**src/core/edpc_pkg.sv**
```systemverilog
/*
 * Constants for the energy-detect power control block: register offset,
 * field positions, reset values, burst counts and the idle timeout.
 * Assumes a 10 MHz main clock and a single synchronous active-low reset.
 */
// What this block does
// [RULE1] Power management runs only with enable set
// [RULE2] Software disables crossover when enabling without negotiation
// [RULE3] Auto wake on reaching data threshold
// [RULE4] Auto sleep when line energy disappears
// [RULE5] Manual toggle flips state, then self-clears
// [RULE6] Software clears interrupt before manual toggle
// [RULE7] Power-up sends four pulses, one if disabled
// [RULE8] State bit reads one when powered up
// [RULE9] Error threshold flag sticky, clear on read
// [RULE10] Data threshold flag sticky, clear on read
// [RULE11] Error threshold field, counter idle reset
// [RULE12] Data threshold field, counter idle reset
// [RULE13] Idle timeout from restartable counter of sys_clk cycles
package edpc_pkg;

  // ****************************************************************
  // Register map
  // ****************************************************************
  localparam logic [4:0] EDPC_CTRL_ADDR = 5'h1D; // Energy detect control offset

  // ****************************************************************
  // Field positions
  // ****************************************************************
  localparam int EDPC_BIT_ENABLE = 15;       // energy_sense_enable
  localparam int EDPC_BIT_AUTO_WAKE = 14;    // auto_wake_on_energy
  localparam int EDPC_BIT_AUTO_SLEEP = 13;   // auto_sleep_on_silence
  localparam int EDPC_BIT_MANUAL = 12;       // manual_power_toggle
  localparam int EDPC_BIT_BURST_DIS = 11;    // pulse_burst_disable
  localparam int EDPC_BIT_PWR_STATE = 10;    // energy_power_state
  localparam int EDPC_BIT_ERR_HIT = 9;       // error_threshold_hit
  localparam int EDPC_BIT_DATA_HIT = 8;      // data_threshold_hit
  localparam int EDPC_ERR_THR_LSB = 4;       // error_event_threshold low bit
  localparam int EDPC_DATA_THR_LSB = 0;      // data_event_threshold low bit

  // ****************************************************************
  // Reset values
  // ****************************************************************
  localparam logic EDPC_RST_ENABLE = 1'h0;
  localparam logic EDPC_RST_AUTO_WAKE = 1'h1;
  localparam logic EDPC_RST_AUTO_SLEEP = 1'h1;
  localparam logic EDPC_RST_BURST_DIS = 1'h0;
  localparam logic [3:0] EDPC_RST_ERR_THR = 4'h1;
  localparam logic [3:0] EDPC_RST_DATA_THR = 4'h1;

  // ****************************************************************
  // Pulse burst and timing
  // ****************************************************************
  localparam logic [2:0] EDPC_BURST_FULL = 3'h4;   // Pulses per power-up
  localparam logic [2:0] EDPC_BURST_SINGLE = 3'h1; // Pulses when bursting is off
  localparam int EDPC_CLK_HZ = 10000000;           // Main clock rate
  localparam int EDPC_IDLE_TIME_MS = 2000;         // Idle time before counters reset
  localparam int EDPC_IDLE_CYCLES = EDPC_IDLE_TIME_MS * (EDPC_CLK_HZ / 1000);

  // Power state of the energy detect machine
  typedef enum logic {
    EDPC_PWR_DOWN = 1'b0,
    EDPC_PWR_UP = 1'b1
  } edpc_pwr_e;

endpackage

```
**src/core/edpc_core.sv**
```systemverilog
/*
 * Energy-detect power control: counts line data and error events,
 * moves the line driver between powered-up and powered-down states,
 * sends energy pulses on power-up and exposes one 16-bit register.
 * Assumes event and energy inputs come from the analog line side,
 * asynchronous to sys_clk, and a simple register port on sys_clk.
 */
`timescale 1ns/1ns
module edpc_core #(
  parameter int IDLE_CYCLES = edpc_pkg::EDPC_IDLE_CYCLES
) (
  input wire logic sys_clk,
  input wire logic rstn,
  input wire logic [4:0] reg_addr,
  input wire logic reg_wr,
  input wire logic reg_rd,
  input wire logic [15:0] reg_wdata,
  output logic [15:0] reg_rdata,
  input wire logic data_event_in,
  input wire logic error_event_in,
  input wire logic line_energy_in,
  output logic line_driver_on,
  output logic energy_pulse,
  output logic energy_power_state
);

  // ****************************************************************
  // State
  // ****************************************************************
  typedef struct packed {
    logic [2:0] data_s;          // Sync chain and edge history, data
    logic [2:0] err_s;           // Sync chain and edge history, error
    logic [1:0] energy_s;        // Sync chain, energy level
    logic energy_sense_enable;   // Mode enable
    logic auto_wake_on_energy;   // Automatic power-up
    logic auto_sleep_on_silence; // Automatic power-down
    logic manual_power_toggle;   // Self-clearing toggle request
    logic pulse_burst_disable;   // One pulse instead of a burst
    edpc_pkg::edpc_pwr_e pwr;    // Current power state
    logic error_threshold_hit;   // Sticky, clear on read
    logic data_threshold_hit;    // Sticky, clear on read
    logic [3:0] error_event_threshold;
    logic [3:0] data_event_threshold;
    logic [3:0] err_cnt;         // Saturating error event count
    logic [3:0] data_cnt;        // Saturating data event count
    logic [2:0] pulses_left;     // Pulses still to send
    logic pulse;                 // Pulse output
    logic drv_on;                // Line driver power output
    logic [15:0] rdata;          // Read data register
  } edpc_core_s;

  edpc_core_s st_reg;
  edpc_core_s st_next;

  // ****************************************************************
  // Idle timer
  // ****************************************************************
  logic data_rise; // Synchronised data event
  logic err_rise;  // Synchronised error event
  logic idle_expired;

  edpc_idle_timer #(
    .IDLE_CYCLES(IDLE_CYCLES)
  ) u_idle_timer (
    .sys_clk(sys_clk),
    .rstn(rstn),
    .restart(data_rise),
    .expired(idle_expired)
  );

  // Edges are taken from the second stage on, never the first flop
  assign data_rise = st_reg.data_s[1] & ~st_reg.data_s[2];
  assign err_rise = st_reg.err_s[1] & ~st_reg.err_s[2];

  // Register image as software sees it
  function automatic logic [15:0] edpc_image(input edpc_core_s s);
    logic [15:0] v;
    v = 16'h0000;
    v[edpc_pkg::EDPC_BIT_ENABLE] = s.energy_sense_enable;
    v[edpc_pkg::EDPC_BIT_AUTO_WAKE] = s.auto_wake_on_energy;
    v[edpc_pkg::EDPC_BIT_AUTO_SLEEP] = s.auto_sleep_on_silence;
    v[edpc_pkg::EDPC_BIT_MANUAL] = s.manual_power_toggle;
    v[edpc_pkg::EDPC_BIT_BURST_DIS] = s.pulse_burst_disable;
    v[edpc_pkg::EDPC_BIT_PWR_STATE] = (s.pwr == edpc_pkg::EDPC_PWR_UP);
    v[edpc_pkg::EDPC_BIT_ERR_HIT] = s.error_threshold_hit;
    v[edpc_pkg::EDPC_BIT_DATA_HIT] = s.data_threshold_hit;
    v[edpc_pkg::EDPC_ERR_THR_LSB +: 4] = s.error_event_threshold;
    v[edpc_pkg::EDPC_DATA_THR_LSB +: 4] = s.data_event_threshold;
    return v;
  endfunction

  // ****************************************************************
  // Next-state logic
  // ****************************************************************
  logic hit_reg;       // This access addresses the control register
  logic data_reached;  // Data threshold met this cycle
  logic err_reached;   // Error threshold met this cycle
  logic go_up;
  logic go_down;

  always_comb begin
    st_next = st_reg;
    hit_reg = (reg_addr == edpc_pkg::EDPC_CTRL_ADDR);
    data_reached = 1'b0;
    err_reached = 1'b0;
    go_up = 1'b0;
    go_down = 1'b0;

    // Two flops before any logic looks at a line input
    st_next.data_s = {st_reg.data_s[1:0], data_event_in};
    st_next.err_s = {st_reg.err_s[1:0], error_event_in};
    st_next.energy_s = {st_reg.energy_s[0], line_energy_in};

    // Read data and clear-on-read; a later set below still wins
    if (reg_rd) begin
      if (hit_reg) begin
        st_next.rdata = edpc_image(st_reg);
        // [RULE9] Error flag read-clear
        st_next.error_threshold_hit = 1'b0;
        // [RULE10] Data flag read-clear
        st_next.data_threshold_hit = 1'b0;
      end else begin
        // Unmapped offsets read as zero
        st_next.rdata = 16'h0000;
      end
    end

    // Manual toggle served one cycle after it is written, then cleared
    // [RULE5] Manual state change
    if (st_reg.manual_power_toggle) begin
      st_next.manual_power_toggle = 1'b0;
      if (st_reg.energy_sense_enable) begin
        go_up = (st_reg.pwr == edpc_pkg::EDPC_PWR_DOWN);
        go_down = (st_reg.pwr == edpc_pkg::EDPC_PWR_UP);
      end
    end

    // Register write; status bits are not writable
    if (reg_wr && hit_reg) begin
      st_next.energy_sense_enable = reg_wdata[edpc_pkg::EDPC_BIT_ENABLE];
      st_next.auto_wake_on_energy = reg_wdata[edpc_pkg::EDPC_BIT_AUTO_WAKE];
      st_next.auto_sleep_on_silence = reg_wdata[edpc_pkg::EDPC_BIT_AUTO_SLEEP];
      st_next.manual_power_toggle = reg_wdata[edpc_pkg::EDPC_BIT_MANUAL];
      st_next.pulse_burst_disable = reg_wdata[edpc_pkg::EDPC_BIT_BURST_DIS];
      // [RULE11] Error threshold field
      st_next.error_event_threshold = reg_wdata[edpc_pkg::EDPC_ERR_THR_LSB +: 4];
      // [RULE12] Data threshold field
      st_next.data_event_threshold = reg_wdata[edpc_pkg::EDPC_DATA_THR_LSB +: 4];
    end

    // Event counters saturate so a long burst never wraps below threshold
    if (data_rise) begin
      if (st_reg.data_cnt != 4'hF) begin
        st_next.data_cnt = st_reg.data_cnt + 4'h1;
      end
      data_reached = (st_next.data_cnt >= st_reg.data_event_threshold);
    end
    if (err_rise) begin
      if (st_reg.err_cnt != 4'hF) begin
        st_next.err_cnt = st_reg.err_cnt + 4'h1;
      end
      err_reached = (st_next.err_cnt >= st_reg.error_event_threshold);
    end

    // [RULE11] Error counter idle reset
    // [RULE12] Data counter idle reset
    if (idle_expired) begin
      st_next.err_cnt = 4'h0;
      st_next.data_cnt = 4'h0;
    end

    // Flags set over a same-cycle read clear
    // [RULE9] Error flag set, no action
    if (err_reached && st_reg.energy_sense_enable) begin
      st_next.error_threshold_hit = 1'b1;
    end
    // [RULE10] Data flag set
    if (data_reached && st_reg.energy_sense_enable) begin
      st_next.data_threshold_hit = 1'b1;
    end

    // Automatic moves, only when no manual move is pending
    if (!go_up && !go_down && st_reg.energy_sense_enable) begin
      // [RULE3] Auto wake on data
      if (st_reg.auto_wake_on_energy && data_reached && st_reg.pwr == edpc_pkg::EDPC_PWR_DOWN) begin
        go_up = 1'b1;
      end
      // [RULE4] Auto sleep on silence
      if (st_reg.auto_sleep_on_silence && !st_reg.energy_s[1] && st_reg.pwr == edpc_pkg::EDPC_PWR_UP) begin
        go_down = 1'b1;
      end
    end

    // [RULE1] Mode gated by enable
    if (!st_reg.energy_sense_enable) begin
      // Mode off: driver stays powered, counts restart when re-enabled
      st_next.pwr = edpc_pkg::EDPC_PWR_UP;
      st_next.err_cnt = 4'h0;
      st_next.data_cnt = 4'h0;
    end else if (go_up) begin
      // [RULE7] Start pulse burst
      st_next.pwr = edpc_pkg::EDPC_PWR_UP;
      st_next.pulses_left = st_reg.pulse_burst_disable ? edpc_pkg::EDPC_BURST_SINGLE
                                                       : edpc_pkg::EDPC_BURST_FULL;
      st_next.data_cnt = 4'h0;
    end else if (go_down) begin
      st_next.pwr = edpc_pkg::EDPC_PWR_DOWN;
      st_next.pulses_left = 3'h0;
    end

    // One-cycle pulses separated by one low cycle
    // [RULE7] Pulse sequencing
    st_next.pulse = 1'b0;
    // A power-down cuts a burst short so no pulse leaves a dead driver
    if (!go_up && !go_down && st_reg.pulses_left != 3'h0 && !st_reg.pulse) begin
      st_next.pulse = 1'b1;
      st_next.pulses_left = st_reg.pulses_left - 3'h1;
    end

    // Driver powered while mode is off or state is up
    st_next.drv_on = !st_next.energy_sense_enable || (st_next.pwr == edpc_pkg::EDPC_PWR_UP);
  end

  // ****************************************************************
  // State register
  // ****************************************************************
  // Reset leaves the mode off with the driver powered; the state bit reads one from the first cycle after
  always_ff @(posedge sys_clk) begin
    if (!rstn) begin
      st_reg <= '0;
      st_reg.auto_wake_on_energy <= edpc_pkg::EDPC_RST_AUTO_WAKE;
      st_reg.auto_sleep_on_silence <= edpc_pkg::EDPC_RST_AUTO_SLEEP;
      st_reg.energy_sense_enable <= edpc_pkg::EDPC_RST_ENABLE;
      st_reg.pulse_burst_disable <= edpc_pkg::EDPC_RST_BURST_DIS;
      st_reg.error_event_threshold <= edpc_pkg::EDPC_RST_ERR_THR;
      st_reg.data_event_threshold <= edpc_pkg::EDPC_RST_DATA_THR;
      st_reg.pwr <= edpc_pkg::EDPC_PWR_DOWN;
      st_reg.drv_on <= 1'b1;
    end else begin
      st_reg <= st_next;
    end
  end

  // ****************************************************************
  // Outputs, all straight from flops
  // ****************************************************************
  assign reg_rdata = st_reg.rdata;
  assign line_driver_on = st_reg.drv_on;
  assign energy_pulse = st_reg.pulse;
  // [RULE8] Power state view
  assign energy_power_state = (st_reg.pwr == edpc_pkg::EDPC_PWR_UP);

endmodule

```
**src/core/edpc_idle_timer.sv**
```systemverilog
/*
 * Restartable idle timer: pulses once when no restart has been seen
 * for IDLE_CYCLES clocks, then starts a new period.
 * Assumes restart is already in the sys_clk domain.
 */
`timescale 1ns/1ns
module edpc_idle_timer #(
  parameter int IDLE_CYCLES = edpc_pkg::EDPC_IDLE_CYCLES
) (
  input wire logic sys_clk,
  input wire logic rstn,
  input wire logic restart,
  output logic expired
);

  // ****************************************************************
  // State
  // ****************************************************************
  typedef struct packed {
    logic [31:0] count; // Cycles since last restart
    logic expired;      // One-cycle timeout pulse
  } edpc_tmr_s;

  edpc_tmr_s tmr_reg;
  edpc_tmr_s tmr_next;

  // Next state: restart wins so a late event never lets the timer fire
  // [RULE13] Idle count in sys_clk cycles, no prescaler
  always_comb begin
    tmr_next = tmr_reg;
    tmr_next.expired = 1'b0;
    if (restart) begin
      tmr_next.count = 32'h0;
    end else if (tmr_reg.count >= 32'(IDLE_CYCLES - 1)) begin
      // Period over, flag and start again
      tmr_next.count = 32'h0;
      tmr_next.expired = 1'b1;
    end else begin
      tmr_next.count = tmr_reg.count + 32'h1;
    end
  end

  // Register update
  always_ff @(posedge sys_clk) begin
    if (!rstn) begin
      tmr_reg <= '0;
    end else begin
      tmr_reg <= tmr_next;
    end
  end

  assign expired = tmr_reg.expired;

endmodule

```
**config.mk**
```make
export PLATFORM = sky130hd
export DESIGN_NAME = edpc_core
export DESIGN_NICKNAME = d
export VERILOG_FILES = /design/src/core/edpc_pkg.sv /design/src/core/edpc_core.sv /design/src/core/edpc_idle_timer.sv
export SDC_FILE = /design/constraint.sdc
export NUM_CORES = 1
export LEC_CHECK = 0
export BUFFER_PORTS_ARGS = -buffer_cell sky130_fd_sc_hd__buf_2
export CAP_MARGIN = 15
export CORE_MARGIN = 2
export CORE_UTILIZATION = 42
export CTS_CLUSTER_SIZE = 28
export DETAILED_ROUTE_END_ITERATION = 10
export HOLD_SLACK_MARGIN = 0.1
export SLEW_MARGIN = 20
export SYNTH_ARGS = -nofsm -noshare
export SYNTH_HDL_FRONTEND = slang
export SYNTH_HIERARCHICAL = 1
export SYNTH_SLANG_ARGS = --single-unit
```
**constraint.sdc**
```tcl
create_clock -name sys_clk -period 2.5 [get_ports sys_clk]
set_input_delay 0.125 -clock sys_clk [delete_from_list [all_inputs] [get_ports sys_clk]]
set_output_delay 0.125 -clock sys_clk [all_outputs]
set_load 0.01 [all_outputs]
```
==> out/qor.txt, run 1 <==
Outcome -> complete, no violations
Commonest cells after routing, fill and taps aside -> dfxtp_1 (84), buf_2 (43), nand3_1 (30), nor2_1 (29), nand2_1 (28)
Post-Synthesis Mean Instance Area -> 9.21 um^2
Actual transition at the worst max-transition pin -> 569 ps
Number of vias per cell after detailed routing -> 5.24
Post-synthesis cell type count -> 54
First-pass GRT wire length -> 14.2 mm
Post-Synthesis Cells -> 420
Number of enable flip-flop cells after synthesis -> 0
Clock transition time at the flip-flop clock pins of the worst setup and hold paths -> 90 ps
Die Ht -> 100 um
Leak Pwr -> 1.68 nW
Ant. Diodes -> 0
Predominant post-synthesis flop cell -> dfxtp_1
Post-synthesis instance area -> 3870 um^2
Flip-flop count of the largest register after layout -> 32
Post-synthesis sequential element count -> 86
Gp weighted congestion -> 0.818
Number of CTS-inserted buffers -> 9
Number of fill cells in the layout -> 894
Total overflow reported by the global router -> 0
Worst slew margin -> 62.1%
Category of the critical setup timing path -> reg2reg
Total setup buffers inserted after CTS -> 0
Crit end category -> register
Number of cell rows -> 35
Initial Util -> 42.5%
Detail Placement HPWL -> 5.79 mm
I/O pins -> 47
Pins Over Slew Limit -> 0
Final nets -> 511
Count of max-cap constraint violations -> 0
Worst Path Arrival -> 2580 ps
Hold Slack -> 144 ps
Nature of the critical path startpoint -> register
Number of global-route vias before repair -> 2984
Die Span X -> 100 um
Number of optimization iterations in the first detailed-route pass -> 4
Fraction of layout cells with a size suffix above 1 -> 18.6%
Initial antenna violation count -> 0
Setup Skew -> 13.5 ps
Clock tree from TritonCTS -> built
Area of the die -> 10000 um^2
Fmax achieved -> 0.433 GHz
Number of buffers on the longest clock path -> 2
Worst EP required -> 2780 ps
Root buffer cell -> clkbuf_8
Total DRC errors in the routed layout -> 0
Total number of yosys warnings -> 6
Share of synthesized area occupied by flip-flops and latches -> 44.5%
RSZ-0062 raised after global routing -> false
Maximum number of pins on one net before global-route repair -> 26
Share of flip-flops with an asynchronous set or reset -> 0%
Routed WL -> 8.42 mm
DR vias -> 3067
Number of setup violations in the final report -> 0
Sum of negative setup slack -> 0 ps
H-tree levels -> 3
Final Power -> 2.70 mW
Total power per unit cell area -> 600 nW/um^2
DR iter-0 viols -> 81
HP Class -> in2reg
Max IR drop VDD -> 0.244 mV
Total routing usage reported by global routing -> 17.6%
Clock net sink count -> 86
Maximum fanout encountered on the critical timing path -> 5
Number of buffers inserted by port buffering -> 43
Post-layout minimum cycle time -> 2310 ps
Hold Vio Cnt, Final -> 0
Period Utilization, post-route -> 92.3%
Core box area -> 9110 um^2
Area growth from synthesis to final layout -> 16.1%
Most frequent standard cell in the layout excluding fill and tap cells -> dfxtp_1
Routed len/inst -> 14.4 um
Routed Antenna Nets -> 0
Worst-skew pair later-pin latency -> 350 ps
[cell type report]
cell class              count  area (um^2)  share of cell area (%)
flip-flops and latches     86         1720                    38.4
clock buffers              11          151                    3.37
clock inverters             4         55.1                    1.22
multi-input cells         291         1930                    42.9
well taps                 111          139                    3.09
repair buffers             68          443                    9.86
inverters                  14         52.6                    1.17
[worst max-delay path, cell delays in order (launching register included)]
cell and delay [ps]:
dfxtp_2 350, ha_2 210, nand3_2 100, mux2_2 360, ha_1 280, o211ai_1 210
o21ai_2 120, a31o_4 280, a21o_1 230, nor2_1 110
[logic make-up (layout without fill, tap and decap cells)]
logic type               count (synthesis)  in the layout  synth area share (%)
AND/OR/NAND/NOR                        172            172                  24.0
flip-flops                              86             86                  44.5
AO/OA/AOI/OAI                           72             72                  14.3
buffers and inverters                   49             97                  6.43
XOR/XNOR                                18             18                  4.07
adder cells (fa/ha/maj)                 13             13                  4.20
multiplexers                             9              9                  2.39
other                                    1              7                0.0969
[layer usage]
metal | global-route usage, % | vias up | share of wire, %
met4 | 6.11 | 0 | 1.2
li1 | - | 1590 | -
met1 | 24.0 | 1421 | 50
met3 | 3.06 | 7 | 3.3
met2 | 28.4 | 49 | 45
met5 | 0 | - | 0
[synthesized netlist by cell type (12+ instances only)]
master | count | area [um^2]
nor3_1 | 17 | 85.1
inv_1 | 14 | 52.6
xnor2_1 | 12 | 105
ha_1 | 13 | 163
nand4_1 | 12 | 75.1
buf_4 | 16 | 120
a21oi_1 | 15 | 75.1
nand3_1 | 31 | 155
nand2_1 | 28 | 105
dfxtp_1 | 86 | 1720
a22o_1 | 13 | 114
nor2_1 | 29 | 109
clkbuf_1 | 15 | 56.3
[final timing paths]
| check | from | slack [ps] | cells after the start | endpoint |
|---|---|---|---|---|
| setup reg to reg | st_reg[21]$_SDFFE_PP0P_ | 190 | 9 | st_reg[22]$_SDFFE_PP0P_ |
| hold reg to reg | st_next[51]$_SDFF_PN0_ | 440 | 1 | st_next[52]$_SDFF_PN0_ |
| hold / removal | reg_rd | 140 | 4 | st_reg[37]$_SDFFE_PN0P_ |
| setup / recovery | st_reg[21]$_SDFFE_PP0P_ | 190 | 9 | st_reg[22]$_SDFFE_PP0P_ |
[what timing repair did]
action	in CTS	in global routing
hold endpoints to repair	16	0
hold buffers	16	0
gates resized for setup	0	5
setup endpoints to repair	0	10
[stage by stage]
step	setup slack, ps	instance area [um^2]	std cells	util [%]
3_3_place_gp	125	4120	554	45.2
2_1_floorplan	219	3890	426	-
4_1_cts	56.3	4480	585	49.2
6_report	192	4490	585	49.3
5_1_grt	22.7	4490	585	49.3
3_5_place_dp	80.3	4120	554	45.2
[report_power, final]
part | internal [mW] | switching (mW)
sequential | 1.41 | 0.0197
clock | 0.517 | 0.501
combinational | 0.121 | 0.129
total | 2.05 | 0.649
No activity file was read; power rests on OpenSTA's default activity.
==> run 2, diff against run 1 <==
--- a/config.mk
+++ b/config.mk
@@ -15,5 +15,4 @@
 export SLEW_MARGIN = 20
 export SYNTH_ARGS = -nofsm -noshare
 export SYNTH_HDL_FRONTEND = slang
-export SYNTH_HIERARCHICAL = 1
 export SYNTH_SLANG_ARGS = --single-unit
==> out/qor.txt, run 2 <==
Cell with the largest stage delay on the worst path -> dfxtp_2
First-pass GRT wire length -> 12.0 mm (-16%)
Post-Synthesis Mean Instance Area -> 9.42 um^2 (+2.3%)
Min-delay src -> reg_rd
Worst Path Arrival -> 2590 ps (about the same)
Number of vias per cell after detailed routing -> 4.97 (-5.3%)
DR vias -> 2816 (-8.2%)
Total number of yosys warnings -> 0 (-6)
Share of synthesized area occupied by flip-flops and latches -> 46.3% (+1.8 points)
Util after Layout -> 52.7% (+3.4 points)
Number of optimization iterations in the first detailed-route pass -> 4 (unchanged)
Number of CTS-inserted buffers -> 9 (unchanged)
Fmax achieved -> 0.425 GHz (-2.0%)
Post-Synthesis Cells -> 395 (-6.0%)
Initial Util -> 42.9% (+0.41 points)
Final nets -> 497 (-2.7%)
Area growth from synthesis to final layout -> 22.9%
Most frequent standard cell in the layout excluding fill and tap cells -> dfxtp_1
Maximum number of pins on one net before global-route repair -> 38 (+46%)
Worst slew margin -> 61.3% (-0.75 points)
Initial antenna violation count -> 0 (unchanged)
Actual transition at the worst max-transition pin -> 580 ps (+11.3 ps)
Number of buffers on the longest clock path -> 2 (unchanged)
DR iter-0 viols -> 85 (+4.9%)
Total DRC errors in the routed layout -> 0 (unchanged)
Share of Yosys cell area claimed by the top area cell type -> 46.3% (+1.8 points)
Setup Skew -> 7.00 ps (-6.48 ps)
Number of setup violations in the final report -> 0 (unchanged)
Most frequent cell after synthesis -> dfxtp_1
Leak Pwr -> 1.82 nW (+8.1%)
Cell taking the most area after synthesis -> dfxtp_1
Gp weighted congestion -> 0.740 (-9.5%)
Die Ht -> 98.1 um (-1.9%)
Core box area -> 8680 um^2 (-4.7%)
Post-synthesis cell type count -> 49 (-9.3%)
Ant. Diodes -> 0 (unchanged)
Clock net sink count -> 86 (unchanged)
Post-place setup slack -> -111 ps (-191 ps)
Max IR drop VDD -> 0.337 mV (+38%)
Most frequent cells after synthesis -> dfxtp_1 (86), nor3_1 (31), nor2_1 (29), inv_1 (21)
Flip-flop count of the largest register after layout -> 32 (unchanged)
Outcome -> complete, no violations
Routed WL -> 7.04 mm (-16%)
Cells taking the most area after synthesis -> dfxtp_1 (46%), mux2i_1 (4.8%), xnor2_1 (4.7%)
Post-synthesis sequential element count -> 86 (unchanged)
Fraction of layout cells with a size suffix above 1 -> 22.2% (+3.7 points)
Nature of the critical path startpoint -> register
Maximum single-stage delay on the critical path -> 360 ps (about the same)
Worst r2r src -> st_reg[22]$_SDFFE_PP0P_
I/O pins -> 47 (unchanged)
Number of enable flip-flop cells after synthesis -> 0 (unchanged)
Count of max-cap constraint violations -> 0 (unchanged)
CP Launch Point -> st_reg[22]$_SDFFE_PP0P_
Pins Over Slew Limit -> 0 (unchanged)
Predominant post-synthesis flop cell -> dfxtp_1
Period Utilization, post-route -> 94.1% (+1.8 points)
Clock tree from TritonCTS -> built
Category of the critical setup timing path -> reg2reg
Root buffer cell -> clkbuf_8
Worst-skew pair later-pin latency -> 340 ps (about the same)
RSZ-0062 raised after global routing -> false
Hold Vio Cnt, Final -> 0 (unchanged)
Commonest cells after routing, fill and taps aside -> dfxtp_1 (83), buf_2 (43), nor3_1 (30), nor2_1 (28), inv_1 (21)
Share of flip-flops with an asynchronous set or reset -> 0% (unchanged)
Die Span X -> 98.1 um (-1.9%)
HP Class -> in2reg
Non-filler cells, final -> 567 (-3.1%)
Number of global-route vias before repair -> 2755 (-7.7%)
Dpl cells -> 533 (-3.8%)
Worst EP required -> 2730 ps (-50 ps)
Worst-path cell chain -> buf_4 -> nand3_2 -> nor3_2 -> a21oi_2 -> ha_4 -> or2_4 -> a211oi_4 -> buf_4 -> o32ai_2 -> buf_4 -> o31ai_2 -> a21oi_2
Total routing usage reported by global routing -> 15.1% (-2.5 points)
Total power per unit cell area -> 605 nW/um^2 (+0.79%)
Slack of the critical path -> 146 ps (-46.0 ps)
Number of buffers inserted by port buffering -> 43 (unchanged)
Post-layout minimum cycle time -> 2350 ps (+46.0 ps)
Detail Placement HPWL -> 4.75 mm (-18%)
Crit end category -> register
Post-synthesis instance area -> 3720 um^2 (-3.8%)
Routed len/inst -> 12.4 um (-14%)
H-tree levels -> 3 (unchanged)
Maximum fanout encountered on the critical timing path -> 5 (unchanged)
Routed Antenna Nets -> 0 (unchanged)
Area of the die -> 9630 um^2 (-3.7%)
Clock transition time at the flip-flop clock pins of the worst setup and hold paths -> 80 ps (about the same)
Number of cell rows -> 34 (-2.9%)
Most common cell type on the critical path -> buf_4
Total overflow reported by the global router -> 0 (unchanged)
run 2: cell types whose count changed in the layout (fill, tap and decap cells not counted), sizes merged, moves of 8 or more:
cell	change
a211oi	-10
buf	+8
mux2i	+11
nand2	-8
nand3	-19
nor2b	+13
nor3	+15
o21ai	-8
xnor2	+8
run 2: stage by stage:
stage	instance area, um^2	hold WS [ps]	TNS [ps]	total power, mW
floorplan	3740	248	0	1.61
global placement	4010	334	-18.9	1.66
detailed placement	4010	338	-260	1.67
CTS	4430	139	0	2.80
global route	4570	162	0	2.91
finish	4570	154	0	2.77
run 2: routing by layer:
layer  global-route usage [%]  part of all wire (%)  vias up
li1                         -                     -     1448
met1                     17.1                    47     1321
met2                     27.0                    49       41
met3                     4.80                   3.7        6
met4                     4.95                   1.1        0
met5                        0                     0        -
run 2: worst max-delay path: cells and delay by family (launching register included):
family | cells | cell delay (ps)
compound gates | 5 | 740
buf+inv | 3 | 440
fa+ha+maj | 1 | 170
simple gates | 3 | 530
flops | 1 | 360
run 2: power breakdown:
| part | total (mW) | internal [mW] | leakage, nW | switching [mW] |
|---|---|---|---|---|
| Clock | 1.10 | 0.649 | 0.115 | 0.452 |
| Combinational | 0.232 | 0.116 | 1.00 | 0.116 |
| Sequential | 1.43 | 1.41 | 0.701 | 0.0219 |
run 2: cells by family (layout without fill, tap and decap cells):
group                    Yosys count  in the layout  synth area share [%]
AO/OA/AOI/OAI                     41             41                  8.07
XOR/XNOR                          27             27                  6.35
adder cells (fa/ha/maj)           13             13                  4.37
buffers and inverters             53            111                  7.03
flip-flops                        86             86                  46.3
multiplexers                      20             20                  5.45
other                              1              7                 0.101
AND/OR/NAND/NOR                  154            154                  22.4
run 2: repair_timing:
item / 4_1_cts / 5_1_grt
hold endpoints to repair: 16 / 0
setup buffers: 0 / 4
endpoints found under the setup margin: 3 / 3
hold buffers: 16 / 0
pin swaps: 1 / 8
resized for setup: 6 / 23
run 2: final timing paths:
| path | end | cells past startpoint | slack [ps] |
|---|---|---|---|
| max | st_reg[18]$_SDFFE_PN0P_ | 12 | 150 |
| min | reg_rdata[15]$_SDFFE_PN0P_ | 4 | 150 |
| max reg2reg | st_reg[18]$_SDFFE_PN0P_ | 12 | 150 |
| min reg2reg | st_reg[46]$_SDFF_PN0_ | 1 | 430 |
run 2: cell type report:
type / instances / area, um^2
Timing Repair Buffer: 76 / 507
Clock inverter: 5 / 100
Multi-Input combinational cell: 262 / 1900
Fill cell: 818 / 4110
Sequential cell: 86 / 1730
Inverter: 21 / 78.8
Tap cell: 108 / 135
Clock buffer: 9 / 124
